[src/hw/wmo_pkg.sv]
// constants, field layout and state codes of the write merge / ordering unit
// assumes one clock domain; every user writes wmo_pkg::name
// Functional notes
// eight-byte merge buffer combines noncacheable writes
// global disable: no ordering, empty input ignored
// speculative disable: order all but uncacheable/combining
// speculative mode waits for empty input asserted
// full mode orders merge buffer before cache
// full mode: flush, then wait empty input
// reset clears both ordering-disable bits
// system holds empty input negated until done
// range zero low word, range one high
// uncacheable: no read or write allocation
// combining: no read allocation, writes merged
// base holds top 15 address bits
// match when masked base equals masked address
// nocache flag wins; combine alone means combining
// flags at bits 1,0 and 33,32
// range register at its index, resets zero
// software keeps ranges aligned, masks contiguous
// trailing zero mask bits double range size
// overlap with any nocache match is uncacheable
package wmo_pkg;
  localparam logic [31:0] RTC_IDX = 32'hC000_0085;
  localparam logic [63:0] RTC_RST = 64'h0;
  localparam int RNG_W = 32;
  localparam int UC_BIT = 0;
  localparam int WC_BIT = 1;
  localparam int MASK_LSB = 2;
  localparam int BASE_LSB = 17;
  localparam int FLD_W = 15;
  localparam logic [1:0] ORD_RST = 2'h0;
  localparam int ORD_GLOBAL = 1;
  localparam int ORD_SPEC = 0;
  localparam int QW_LSB = 3;
  localparam int MB_BYTES = 8;
  typedef enum logic [1:0] {
    WMO_IDLE = 2'b00,
    WMO_BUS = 2'b01,
    WMO_EXT_WRITE_BUF_EMPTY_N = 2'b10
  } wmo_st_e;
endpackage

[src/hw/wmo_ifs.sv]
// carriers between the unit and its range classifier and merge buffer
// assumes clk and nrst are those of the top module
`timescale 1ns/1ns
interface wmo_cls_if (
  input wire logic clk,
  input wire logic nrst
);
  logic [63:0] rtc;
  logic [31:0] addr;
  logic uc;
  logic wc;
  modport cls (input clk, input nrst, input rtc, input addr, output uc, output wc);
  modport user (output rtc, output addr, input uc, input wc);
endinterface

interface wmo_mb_if (
  input wire logic clk,
  input wire logic nrst
);
  logic load;
  logic clear;
  logic [28:0] tag_in;
  logic [63:0] data_in;
  logic [7:0] be_in;
  logic valid;
  logic can_merge;
  logic [28:0] tag;
  logic [63:0] data;
  logic [7:0] be;
  modport buf_side (input clk, input nrst, input load, input clear, input tag_in, input data_in,
    input be_in, output valid, output can_merge, output tag, output data, output be);
  modport user (output load, output clear, output tag_in, output data_in, output be_in,
    input valid, input can_merge, input tag, input data, input be);
endinterface

[src/hw/wmo_classify.sv]
// two-range memory type decode of one physical address
// assumes software programs aligned ranges with contiguous masks
`timescale 1ns/1ns
module wmo_classify (
  wmo_cls_if.cls c
);
  logic [1:0] hit_uc;
  logic [1:0] hit_wc;

  // base is the top 15 bits, low 17 taken as zero
  // trailing zero mask bits widen the compare window
  function automatic logic in_range(input logic [31:0] desc, input logic [31:0] a);
    logic [14:0] m;
    m = desc[wmo_pkg::MASK_LSB +: wmo_pkg::FLD_W];
    in_range = (m & desc[wmo_pkg::BASE_LSB +: wmo_pkg::FLD_W]) == (m & a[31:17]);
  endfunction

  // two ranges
  for (genvar i = 0; i < 2; i++) begin : g_rng
    logic [31:0] desc;
    logic hit;
    assign desc = c.rtc[i * wmo_pkg::RNG_W +: wmo_pkg::RNG_W];
    // masked compare
    assign hit = in_range(desc, c.addr);
    // flag decode at bits 1,0 of each half
    assign hit_uc[i] = hit & desc[wmo_pkg::UC_BIT];
    assign hit_wc[i] = hit & desc[wmo_pkg::WC_BIT] & ~desc[wmo_pkg::UC_BIT];
  end

  // uncacheable wins on overlap
  assign c.uc = |hit_uc;
  assign c.wc = (|hit_wc) & ~(|hit_uc);

  type_excl_a: assert property (@(posedge c.clk) disable iff (!c.nrst) !(c.uc && c.wc))
    else $error("address typed both uncacheable and combining");
  r0_nocache_a: assert property (@(posedge c.clk) disable iff (!c.nrst)
    (c.rtc[wmo_pkg::UC_BIT] && ((c.rtc[16:2] & c.rtc[31:17]) == (c.rtc[16:2] & c.addr[31:17]))) |-> c.uc)
    else $error("range zero nocache match not uncacheable");
endmodule

[src/hw/wmo_merge_buf.sv]
// eight-byte write merge buffer, one aligned quadword
// assumes load and clear are never raised together
`timescale 1ns/1ns
module wmo_merge_buf (
  wmo_mb_if.buf_side m
);
  typedef struct packed {
    logic valid;
    logic [28:0] tag;
    logic [63:0] data;
    logic [7:0] be;
  } wmo_mb_s;

  wmo_mb_s q;
  wmo_mb_s d;
  logic [63:0] wdata;
  logic [7:0] wbe;

  // byte lanes merge over older bytes
  for (genvar b = 0; b < wmo_pkg::MB_BYTES; b++) begin : g_lane
    assign wdata[b * 8 +: 8] = m.be_in[b] ? m.data_in[b * 8 +: 8] : (q.valid ? q.data[b * 8 +: 8] : 8'h00);
    assign wbe[b] = m.be_in[b] | (q.valid & q.be[b]);
  end

  always_comb begin
    d = q;
    if (m.clear) begin
      d = '0;
    end else if (m.load) begin
      d.valid = 1'b1;
      d.tag = m.tag_in;
      d.data = wdata;
      d.be = wbe;
    end
  end

  always_ff @(posedge m.clk or negedge m.nrst) begin
    if (!m.nrst) begin
      q <= '0;
    end else begin
      q <= d;
    end
  end

  assign m.valid = q.valid;
  assign m.can_merge = !q.valid || (q.tag == m.tag_in);
  assign m.tag = q.tag;
  assign m.data = q.data;
  assign m.be = q.be;

  merge_keep_a: assert property (@(posedge m.clk) disable iff (!m.nrst)
    (m.load && !m.clear) |=> (m.valid && m.tag == $past(m.tag_in) && ((m.be & $past(m.be_in)) == $past(m.be_in))))
    else $error("merged bytes not held in buffer");
  merge_two_c: cover property (@(posedge m.clk) disable iff (!m.nrst) m.load ##1 m.load);
endmodule

[src/hw/wmo_top.sv]
// write merge, write ordering and range typing unit of the processor
// assumes write requests stay stable until wr_done; bus writes held until ack
`timescale 1ns/1ns
module wmo_top (
  input wire logic clk,
  input wire logic nrst,
  input wire logic msr_wr_en,
  input wire logic msr_rd_en,
  input wire logic [31:0] msr_addr,
  input wire logic [63:0] msr_wdata,
  output logic [63:0] msr_rdata,
  output logic msr_hit,
  input wire logic ord_wr_en,
  input wire logic [1:0] ord_wdata,
  output logic [1:0] write_order_control,
  input wire logic wr_valid,
  input wire logic [31:0] wr_addr,
  input wire logic [63:0] wr_data,
  input wire logic [7:0] wr_be,
  input wire logic wr_hit_me,
  output logic wr_done,
  output logic cache_commit,
  input wire logic [31:0] rd_addr,
  output logic rd_no_alloc,
  input wire logic ext_write_buf_empty_n,
  output logic bus_wr_req,
  output logic [31:0] bus_wr_addr,
  output logic [63:0] bus_wr_data,
  output logic [7:0] bus_wr_be,
  input wire logic bus_wr_ack
);

  // ****************************************
  // state
  // ****************************************
  typedef struct packed {
    wmo_pkg::wmo_st_e st;
    logic [63:0] rtc;
    logic [1:0] ord;
    logic done;
    logic commit;
    logic bus_req;
    logic bus_direct;
    logic [31:0] bus_addr;
    logic [63:0] bus_data;
    logic [7:0] bus_be;
    logic [63:0] rdata;
    logic rhit;
    logic no_alloc;
  } wmo_state_s;

  wmo_state_s q;
  wmo_state_s d;
  logic gdis;
  logic sdis;
  logic take;

  function automatic logic is_rtc(input logic [31:0] a);
    is_rtc = (a == wmo_pkg::RTC_IDX);
  endfunction

  // ****************************************
  // sub-blocks
  // ****************************************
  wmo_cls_if wcls (.clk(clk), .nrst(nrst));
  wmo_cls_if rcls (.clk(clk), .nrst(nrst));
  wmo_mb_if mb (.clk(clk), .nrst(nrst));

  assign wcls.rtc = q.rtc;
  assign wcls.addr = wr_addr;
  assign rcls.rtc = q.rtc;
  assign rcls.addr = rd_addr;

  wmo_classify u_wcls (.c(wcls));
  wmo_classify u_rcls (.c(rcls));
  wmo_merge_buf u_mb (.m(mb));

  assign mb.tag_in = wr_addr[31:wmo_pkg::QW_LSB];
  assign mb.data_in = wr_data;
  assign mb.be_in = wr_be;

  // global disable overrides the speculative bit
  assign gdis = q.ord[wmo_pkg::ORD_GLOBAL];
  assign sdis = q.ord[wmo_pkg::ORD_SPEC] & ~gdis;
  // done is still high in the cycle the requester sees it, so that cycle is skipped
  assign take = wr_valid & ~q.done;

  // ****************************************
  // next state
  // ****************************************
  always_comb begin
    d = q;
    d.done = 1'b0;
    d.commit = 1'b0;
    mb.load = 1'b0;
    mb.clear = 1'b0;
    // R16 register write at its index
    if (msr_wr_en && is_rtc(msr_addr)) begin
      d.rtc = msr_wdata;
    end
    if (ord_wr_en) begin
      d.ord = ord_wdata;
    end
    d.rhit = msr_rd_en & is_rtc(msr_addr);
    d.rdata = (msr_rd_en && is_rtc(msr_addr)) ? q.rtc : 64'h0;
    // R11 reads of typed ranges skip line allocation
    d.no_alloc = rcls.uc | rcls.wc;
    case (q.st)
      wmo_pkg::WMO_IDLE: begin
        if (take && wr_hit_me) begin
          if (!gdis && !sdis && mb.valid) begin
            // merged data must reach the bus before a cache commit
            d.bus_req = 1'b1;
            d.bus_direct = 1'b0;
            d.bus_addr = {mb.tag, 3'h0};
            d.bus_data = mb.data;
            d.bus_be = mb.be;
            mb.clear = 1'b1;
            d.st = wmo_pkg::WMO_BUS;
          end else if (gdis || !ext_write_buf_empty_n) begin
            // empty input ignored under global disable
            d.commit = 1'b1;
            d.done = 1'b1;
          end else begin
            // hold commit until the system reports empty
            d.st = wmo_pkg::WMO_EXT_WRITE_BUF_EMPTY_N;
          end
        end else if (take && wcls.wc) begin
          if (mb.can_merge) begin
            // combinable write joins the buffer
            mb.load = 1'b1;
            d.done = 1'b1;
          end else begin
            d.bus_req = 1'b1;
            d.bus_direct = 1'b0;
            d.bus_addr = {mb.tag, 3'h0};
            d.bus_data = mb.data;
            d.bus_be = mb.be;
            mb.clear = 1'b1;
            d.st = wmo_pkg::WMO_BUS;
          end
        end else if (take) begin
          // in speculative mode uncacheable writes may pass the buffer
          if (mb.valid && !gdis && !(sdis && wcls.uc)) begin
            d.bus_req = 1'b1;
            d.bus_direct = 1'b0;
            d.bus_addr = {mb.tag, 3'h0};
            d.bus_data = mb.data;
            d.bus_be = mb.be;
            mb.clear = 1'b1;
          end else begin
            // uncacheable write goes straight out, no allocation
            d.bus_req = 1'b1;
            d.bus_direct = 1'b1;
            d.bus_addr = wr_addr;
            d.bus_data = wr_data;
            d.bus_be = wr_be;
          end
          d.st = wmo_pkg::WMO_BUS;
        end else if (mb.valid && !q.done) begin
          // idle drain keeps merged data from sitting forever
          d.bus_req = 1'b1;
          d.bus_direct = 1'b0;
          d.bus_addr = {mb.tag, 3'h0};
          d.bus_data = mb.data;
          d.bus_be = mb.be;
          mb.clear = 1'b1;
          d.st = wmo_pkg::WMO_BUS;
        end
      end
      wmo_pkg::WMO_BUS: begin
        if (bus_wr_ack) begin
          d.bus_req = 1'b0;
          d.done = q.bus_direct;
          d.st = wmo_pkg::WMO_IDLE;
        end
      end
      wmo_pkg::WMO_EXT_WRITE_BUF_EMPTY_N: begin
        // commit once the empty input is seen asserted
        if (gdis || !ext_write_buf_empty_n) begin
          d.commit = 1'b1;
          d.done = 1'b1;
          d.st = wmo_pkg::WMO_IDLE;
        end
      end
      default: begin
        d.st = wmo_pkg::WMO_IDLE;
      end
    endcase
  end

  // ****************************************
  // registers
  // ****************************************
  always_ff @(posedge clk or negedge nrst) begin
    if (!nrst) begin
      q <= '0;
      q.st <= wmo_pkg::WMO_IDLE;
      // range register clears
      q.rtc <= wmo_pkg::RTC_RST;
      // full ordering after reset
      q.ord <= wmo_pkg::ORD_RST;
    end else begin
      q <= d;
    end
  end

  assign msr_rdata = q.rdata;
  assign msr_hit = q.rhit;
  assign write_order_control = q.ord;
  assign wr_done = q.done;
  assign cache_commit = q.commit;
  assign rd_no_alloc = q.no_alloc;
  assign bus_wr_req = q.bus_req;
  assign bus_wr_addr = q.bus_addr;
  assign bus_wr_data = q.bus_data;
  assign bus_wr_be = q.bus_be;

  // ****************************************
  // checks
  // ****************************************
  reset_clear_a: assert property (@(posedge clk) $rose(nrst) |-> (q.ord == 2'h0 && q.rtc == 64'h0))
    else $error("ordering bits or range register not clear after reset");
  rtc_write_a: assert property (@(posedge clk) disable iff (!nrst)
    (msr_wr_en && msr_addr == wmo_pkg::RTC_IDX) |=> (q.rtc == $past(msr_wdata)))
    else $error("range register write lost");
  rtc_read_a: assert property (@(posedge clk) disable iff (!nrst)
    (msr_rd_en && msr_addr == wmo_pkg::RTC_IDX && !msr_wr_en) |=> (msr_hit && msr_rdata == $past(q.rtc)))
    else $error("range register read wrong");
  global_fast_a: assert property (@(posedge clk) disable iff (!nrst)
    (q.st == wmo_pkg::WMO_IDLE && take && wr_hit_me && gdis && !ord_wr_en) |=> (cache_commit && wr_done))
    else $error("global disable did not commit at once");
  ext_write_buf_empty_n_hold_a: assert property (@(posedge clk) disable iff (!nrst)
    (q.st == wmo_pkg::WMO_EXT_WRITE_BUF_EMPTY_N && ext_write_buf_empty_n && !gdis) |=> !cache_commit)
    else $error("commit while write buffer not empty");
  commit_empty_a: assert property (@(posedge clk) disable iff (!nrst)
    (cache_commit && !$past(gdis)) |-> !$past(ext_write_buf_empty_n))
    else $error("ordered commit without empty indication");
  full_flush_a: assert property (@(posedge clk) disable iff (!nrst)
    (cache_commit && $past(q.ord) == 2'h0) |-> !$past(mb.valid))
    else $error("cache commit ahead of merged data");
  bus_hold_a: assert property (@(posedge clk) disable iff (!nrst)
    (bus_wr_req && !bus_wr_ack) |=> (bus_wr_req && $stable(bus_wr_addr) && $stable(bus_wr_data)))
    else $error("bus write dropped before ack");
  read_alloc_a: assert property (@(posedge clk) disable iff (!nrst)
    (rcls.uc || rcls.wc) |=> rd_no_alloc)
    else $error("typed read allowed allocation");
  wait_ext_write_buf_empty_n_c: cover property (@(posedge clk) disable iff (!nrst)
    q.st == wmo_pkg::WMO_EXT_WRITE_BUF_EMPTY_N ##1 q.st == wmo_pkg::WMO_EXT_WRITE_BUF_EMPTY_N ##1 cache_commit);
  flush_then_commit_c: cover property (@(posedge clk) disable iff (!nrst)
    (bus_wr_req && !q.bus_direct) ##[1:20] cache_commit);
  direct_write_c: cover property (@(posedge clk) disable iff (!nrst) bus_wr_req && q.bus_direct && bus_wr_ack);
endmodule

[config.mk]
export PLATFORM = sky130hd
export DESIGN_NAME = wmo_top
export DESIGN_NICKNAME = d
export VERILOG_FILES = /design/src/hw/wmo_pkg.sv /design/src/hw/wmo_ifs.sv /design/src/hw/wmo_classify.sv /design/src/hw/wmo_merge_buf.sv /design/src/hw/wmo_top.sv
export SDC_FILE = /design/constraint.sdc
export NUM_CORES = 1
export LEC_CHECK = 0
export ABC_AREA = 1
export ABC_CLOCK_PERIOD_IN_PS = 4000
export BUFFER_PORTS_ARGS = -buffer_cell sky130_fd_sc_hd__buf_2
export CAP_MARGIN = 10
export CORE_ASPECT_RATIO = 2
export CORE_UTILIZATION = 55
export CTS_CLUSTER_DIAMETER = 30
export DETAILED_ROUTE_END_ITERATION = 16
export PLACE_DENSITY = 0.81
export SYNTH_ARGS = -nofsm -noshare
export SYNTH_HDL_FRONTEND = slang
export SYNTH_HIERARCHICAL = 1
export SYNTH_SLANG_ARGS = --single-unit
[constraint.sdc]
create_clock -name clk -period 4 [get_ports clk]
set_clock_uncertainty 0.2 [all_clocks]
set_input_delay 0.2 -clock clk [delete_from_list [all_inputs] [get_ports clk]]
set_output_delay 0.2 -clock clk [all_outputs]
set_load 0.005 [all_outputs]
==> run_results.csv <==
group,metric,value,unit
detailed_routing,wl_met1,18900,um
clock_tree,h-tree-depth,2,
min_path,hp-start,"msr_rd_en",
clock_tree,clk_root_buffer_cell,"clkbuf_16",
final_layout,design_area,22400,sq um
synth,ys_warn_count,6,
final_layout,fin_cells,3242,
detailed_routing,wl_met2,31200,um
sta,tightest_slew,1.18,ns
setup_path,path_class,"reg2reg",
pwr,switchingPower,3.51,mW
min_path,holdPathEnd,"msr_rdata[26]",
floorplanning,die_y,258,um
detailed_routing,antenna_left,0,
synth,synth-edff-count,0,
sta,worst_slack,0.378,ns
synth,post-synth-top-count-cell,"nand2_1",
setup_path,worstSetupEndpointType,"flip-flop",
synth,syn_nets,2622,
setup_path,worstReg2RegEnd,"u_mb/m.data[41]",
sta,max_slew_margin,0.217,
detailed_routing,met3_length,4230,um
global_routing,grt_pass1_vias,17804,
clock_tree,cts_setup_buffers,0,
detailed_routing,vias_per_cell,5.38,
clock_tree,cts.clk_slew.worst_paths,0.06,ns
pwr,p_per_area,493,nW/um^2
floorplanning,die_w,130,um
pwr,power.leakage,12.2,nW
setup_path,worstSetupStartpointType,"flip-flop",
clock_tree,cts_buffer_depth,3,
sta,rsz0062_at_grt,"no",
pwr,seqPwrFrac,0.415,
synth,ys_seq_area_frac,0.477,
synth,synth_commonest_cells,"857 x nand2_1, 344 x dfrtp_1, 319 x nand3_1",
synth,async_flop_share,1.00,
detailed_routing,wl,59400,um
clock_tree,cts_buffers,43,
clock_tree,cts.sinks,344,
synth,ys_top_cells_by_area,"dfrtp_1 48%, nand2_1 18%, nand3_1 8.9%",
synth,yosysTopAreaCell,"dfrtp_1",
min_path,holdPathStages,4,
setup_path,cp.arrival,3.89,ns
global_routing,grt_antenna_before_repair,6,
synth,synth_seq_cells,344,
global_routing,overflow,0,
floorplanning,initial_utilization,0.560,
global_routing,grt_max_degree,109,
flow_run,cap_violations,0,
placed_design,numPortBuffers,400,
detailed_routing,num_vias,17429,
placed_design,dp_cells,2964,
setup_path,cp.required,4.27,ns
detailed_routing,drt_iter0_markers,1226,
final_layout,fin_nets,3019,
detailed_routing,firstDrtPassIters,8,
floorplanning,rows,93,
final_layout,syn_to_final_growth,24.2,%
placed_design,dpl_cell_area,18900,sq um
setup_path,reg2reg_slack,0.38,ns
setup_path,rr_worst_depth,20,
final_layout,drive_gt1_frac,0.193,
clock_tree,cts_tree,"yes",
floorplanning,ios,418,
floorplanning,die-area,33600,sq um
sta,clock.fmax,276,MHz
synth,avgSynthCellArea,7.58,sq um
clock_tree,clk_latency,0.56,ns
pwr,sw_frac_of_total,0.318,
final_layout,num-fill-cells,2430,
pwr,power_frac_comb,0.222,
sta,final-max-slew-violation-count,0,
setup_path,crit_fanout,20,
run_status,status,"finished, final reports clean",
pwr,internal_power,7.53,mW
synth,synth_top_area_share,0.477,
pwr,p_clk_frac,0.362,
synth,syn_inst,2379,
detailed_routing,wire_per_inst,18.3,um
sta,hold_violations,0,
setup_path,r2r_start,"rcls.rtc[19]",
pwr,max-vdd-ir-drop,0.000327,V
placed_design,globalplace.congestion,0.954,
placed_design,hpwl,37800,um
synth,synth.distinct_cells,34,
global_routing,grt_first_pass_wirelength,91500,um
synth,ys.flop_type,"dfrtp_1",
synth,synth_area,18000,sq um
placed_design,place_ws,-0.115,ns
global_routing,grt.total_usage,0.356,
sta,post-route-period-util,0.905,
pwr,p_total,11.0,mW
min_path,hold_path_class,"in2reg",
sta,setup_viol,0,
detailed_routing,drcViolationCount,0,
detailed_routing,highest-signal-layer,"met4",
sta,period_minus_slack,3.62,ns
floorplanning,coreArea,32200,sq um
==> cells in the final DEF (no fill, tap or decap), types with 3 or more instances in the layout <==
cell type	count
nand2_1	853
buf_2	399
dfrtp_1	344
nand3_1	319
inv_1	229
dlygate4sd3_1	193
nor2_1	187
o21ai_0	81
clkbuf_16	43
buf_4	28
nand3b_1	14
xnor2_1	13
o22ai_1	11
inv_6	9
a21oi_4	8
inv_2	6
o21ai_1	6
clkbuf_8	6
clkinv_2	6
diode_2	5
nor2_2	5
xor2_1	5
bufinv_16	4
clkbuf_1	4
or2_1	4
nand2_2	3
nor2_4	3
clkinvlp_4	3
buf_12	3
==> routing by layer <==
metal  track usage  up-vias
met5       0.00603        -
li1              -     7969
met2         0.648     1021
met3        0.0706      299
met1         0.340     8140
met4         0.279        0
==> sequential cells by signal (all words and copies together), names as in the netlist <==
register	flops
bus_wr_be	8
u_mb/m.be	8
u_mb/m.valid	1
bus_wr_addr	32
u_mb/m.data	64
u_mb/m.tag	29
rd_no_alloc	1
q	3
wr_done	1
msr_rdata	64
bus_wr_data	64
cache_commit	1
rcls.rtc	64
bus_wr_req	1
msr_hit	1
write_order_control	2
==> stage by stage <==
| stage | TNS [ns] | hold WS, ns | utilization |
|---|---|---|---|
| 2_1_floorplan | 0 | -0.296 | - |
| 3_3_place_gp | 0 | -0.0265 | 0.588 |
| 3_5_place_dp | -1.78 | -0.0339 | 0.588 |
| 4_1_cts | 0 | 0.0557 | 0.694 |
| 5_1_grt | 0 | 0.150 | 0.695 |
| 6_report | 0 | 0.0892 | 0.695 |
==> power groups by stage <==
stage	Sequential [mW]	Clock [mW]	Combinational, mW
final	4.59	4.00	2.46
after global routing	4.67	4.16	2.75
after CTS	4.56	4.04	2.35
after detailed placement	4.61	0	2.19
after global placement	4.58	0	2.11
after floorplan	4.51	0	1.87
==> repair_timing <==
| action | 4_1_cts | 5_1_grt |
|---|---|---|
| endpoints found under the setup margin | 25 | 31 |
| hold buffers | 194 | 0 |
| endpoints found under the hold margin | 526 | 0 |
| gates cloned | 0 | 0 |
| gates resized for setup | 1 | 3 |
==> worst max path at each step <==
stage,startpoint,slack [ns],to
3_5_place_dp,rcls.rtc[19],-0.11,u_mb/m.be[7]
3_3_place_gp,wr_addr[27],0.001,u_mb/m.be[1]
6_report,rcls.rtc[19],0.38,u_mb/m.data[41]
2_1_floorplan,rcls.rtc[22],0.98,u_mb/m.data[32]
5_1_grt,rcls.rtc[30],0.19,u_mb/m.data[41]
4_1_cts,rcls.rtc[19],0.26,u_mb/m.be[7]
==> critical path, stage by stage, from the launching register on <==
cell,delay (ns)
dfrtp_1,0.46
inv_1,0.07
nand3_1,0.07
nand2_1,0.06
nor2_1,0.12
nand2_1,0.07
nor2_1,0.22
nand3_1,0.11
nand2_1,0.13
nor2_2,0.08
inv_2,0.05
nor2_1,0.05
nand3_1,0.11
nand4_1,0.19
nor2_4,0.40
inv_4,0.21
nand2_8,0.12
inv_8,0.08
a21oi_4,0.38
nand3_1,0.20
o21ai_0,0.14
==> kinds of logic after synthesis <==
logic type,after synthesis,synth area share
AOI/OAI and AO/OA,109,0.0362
xor gates and xnor gates,18,0.00874
buffers and inverters,510,0.157
and+or+nand+nor,1398,0.321
DFF,344,0.477
==> cell type report <==
class | instances | area [sq um] | area share
multi-input combinational | 1525 | 6640 | 0.296
clock inverter | 26 | 304 | 0.0136
inverter | 237 | 900 | 0.0402
timing repair buffer | 625 | 4230 | 0.189
clock buffer | 53 | 1170 | 0.0524
antenna | 5 | 12.5 | 0.000559
tap | 427 | 534 | 0.0239
sequential | 344 | 8610 | 0.384
Note: power is estimated with default switching activity, not from simulation.
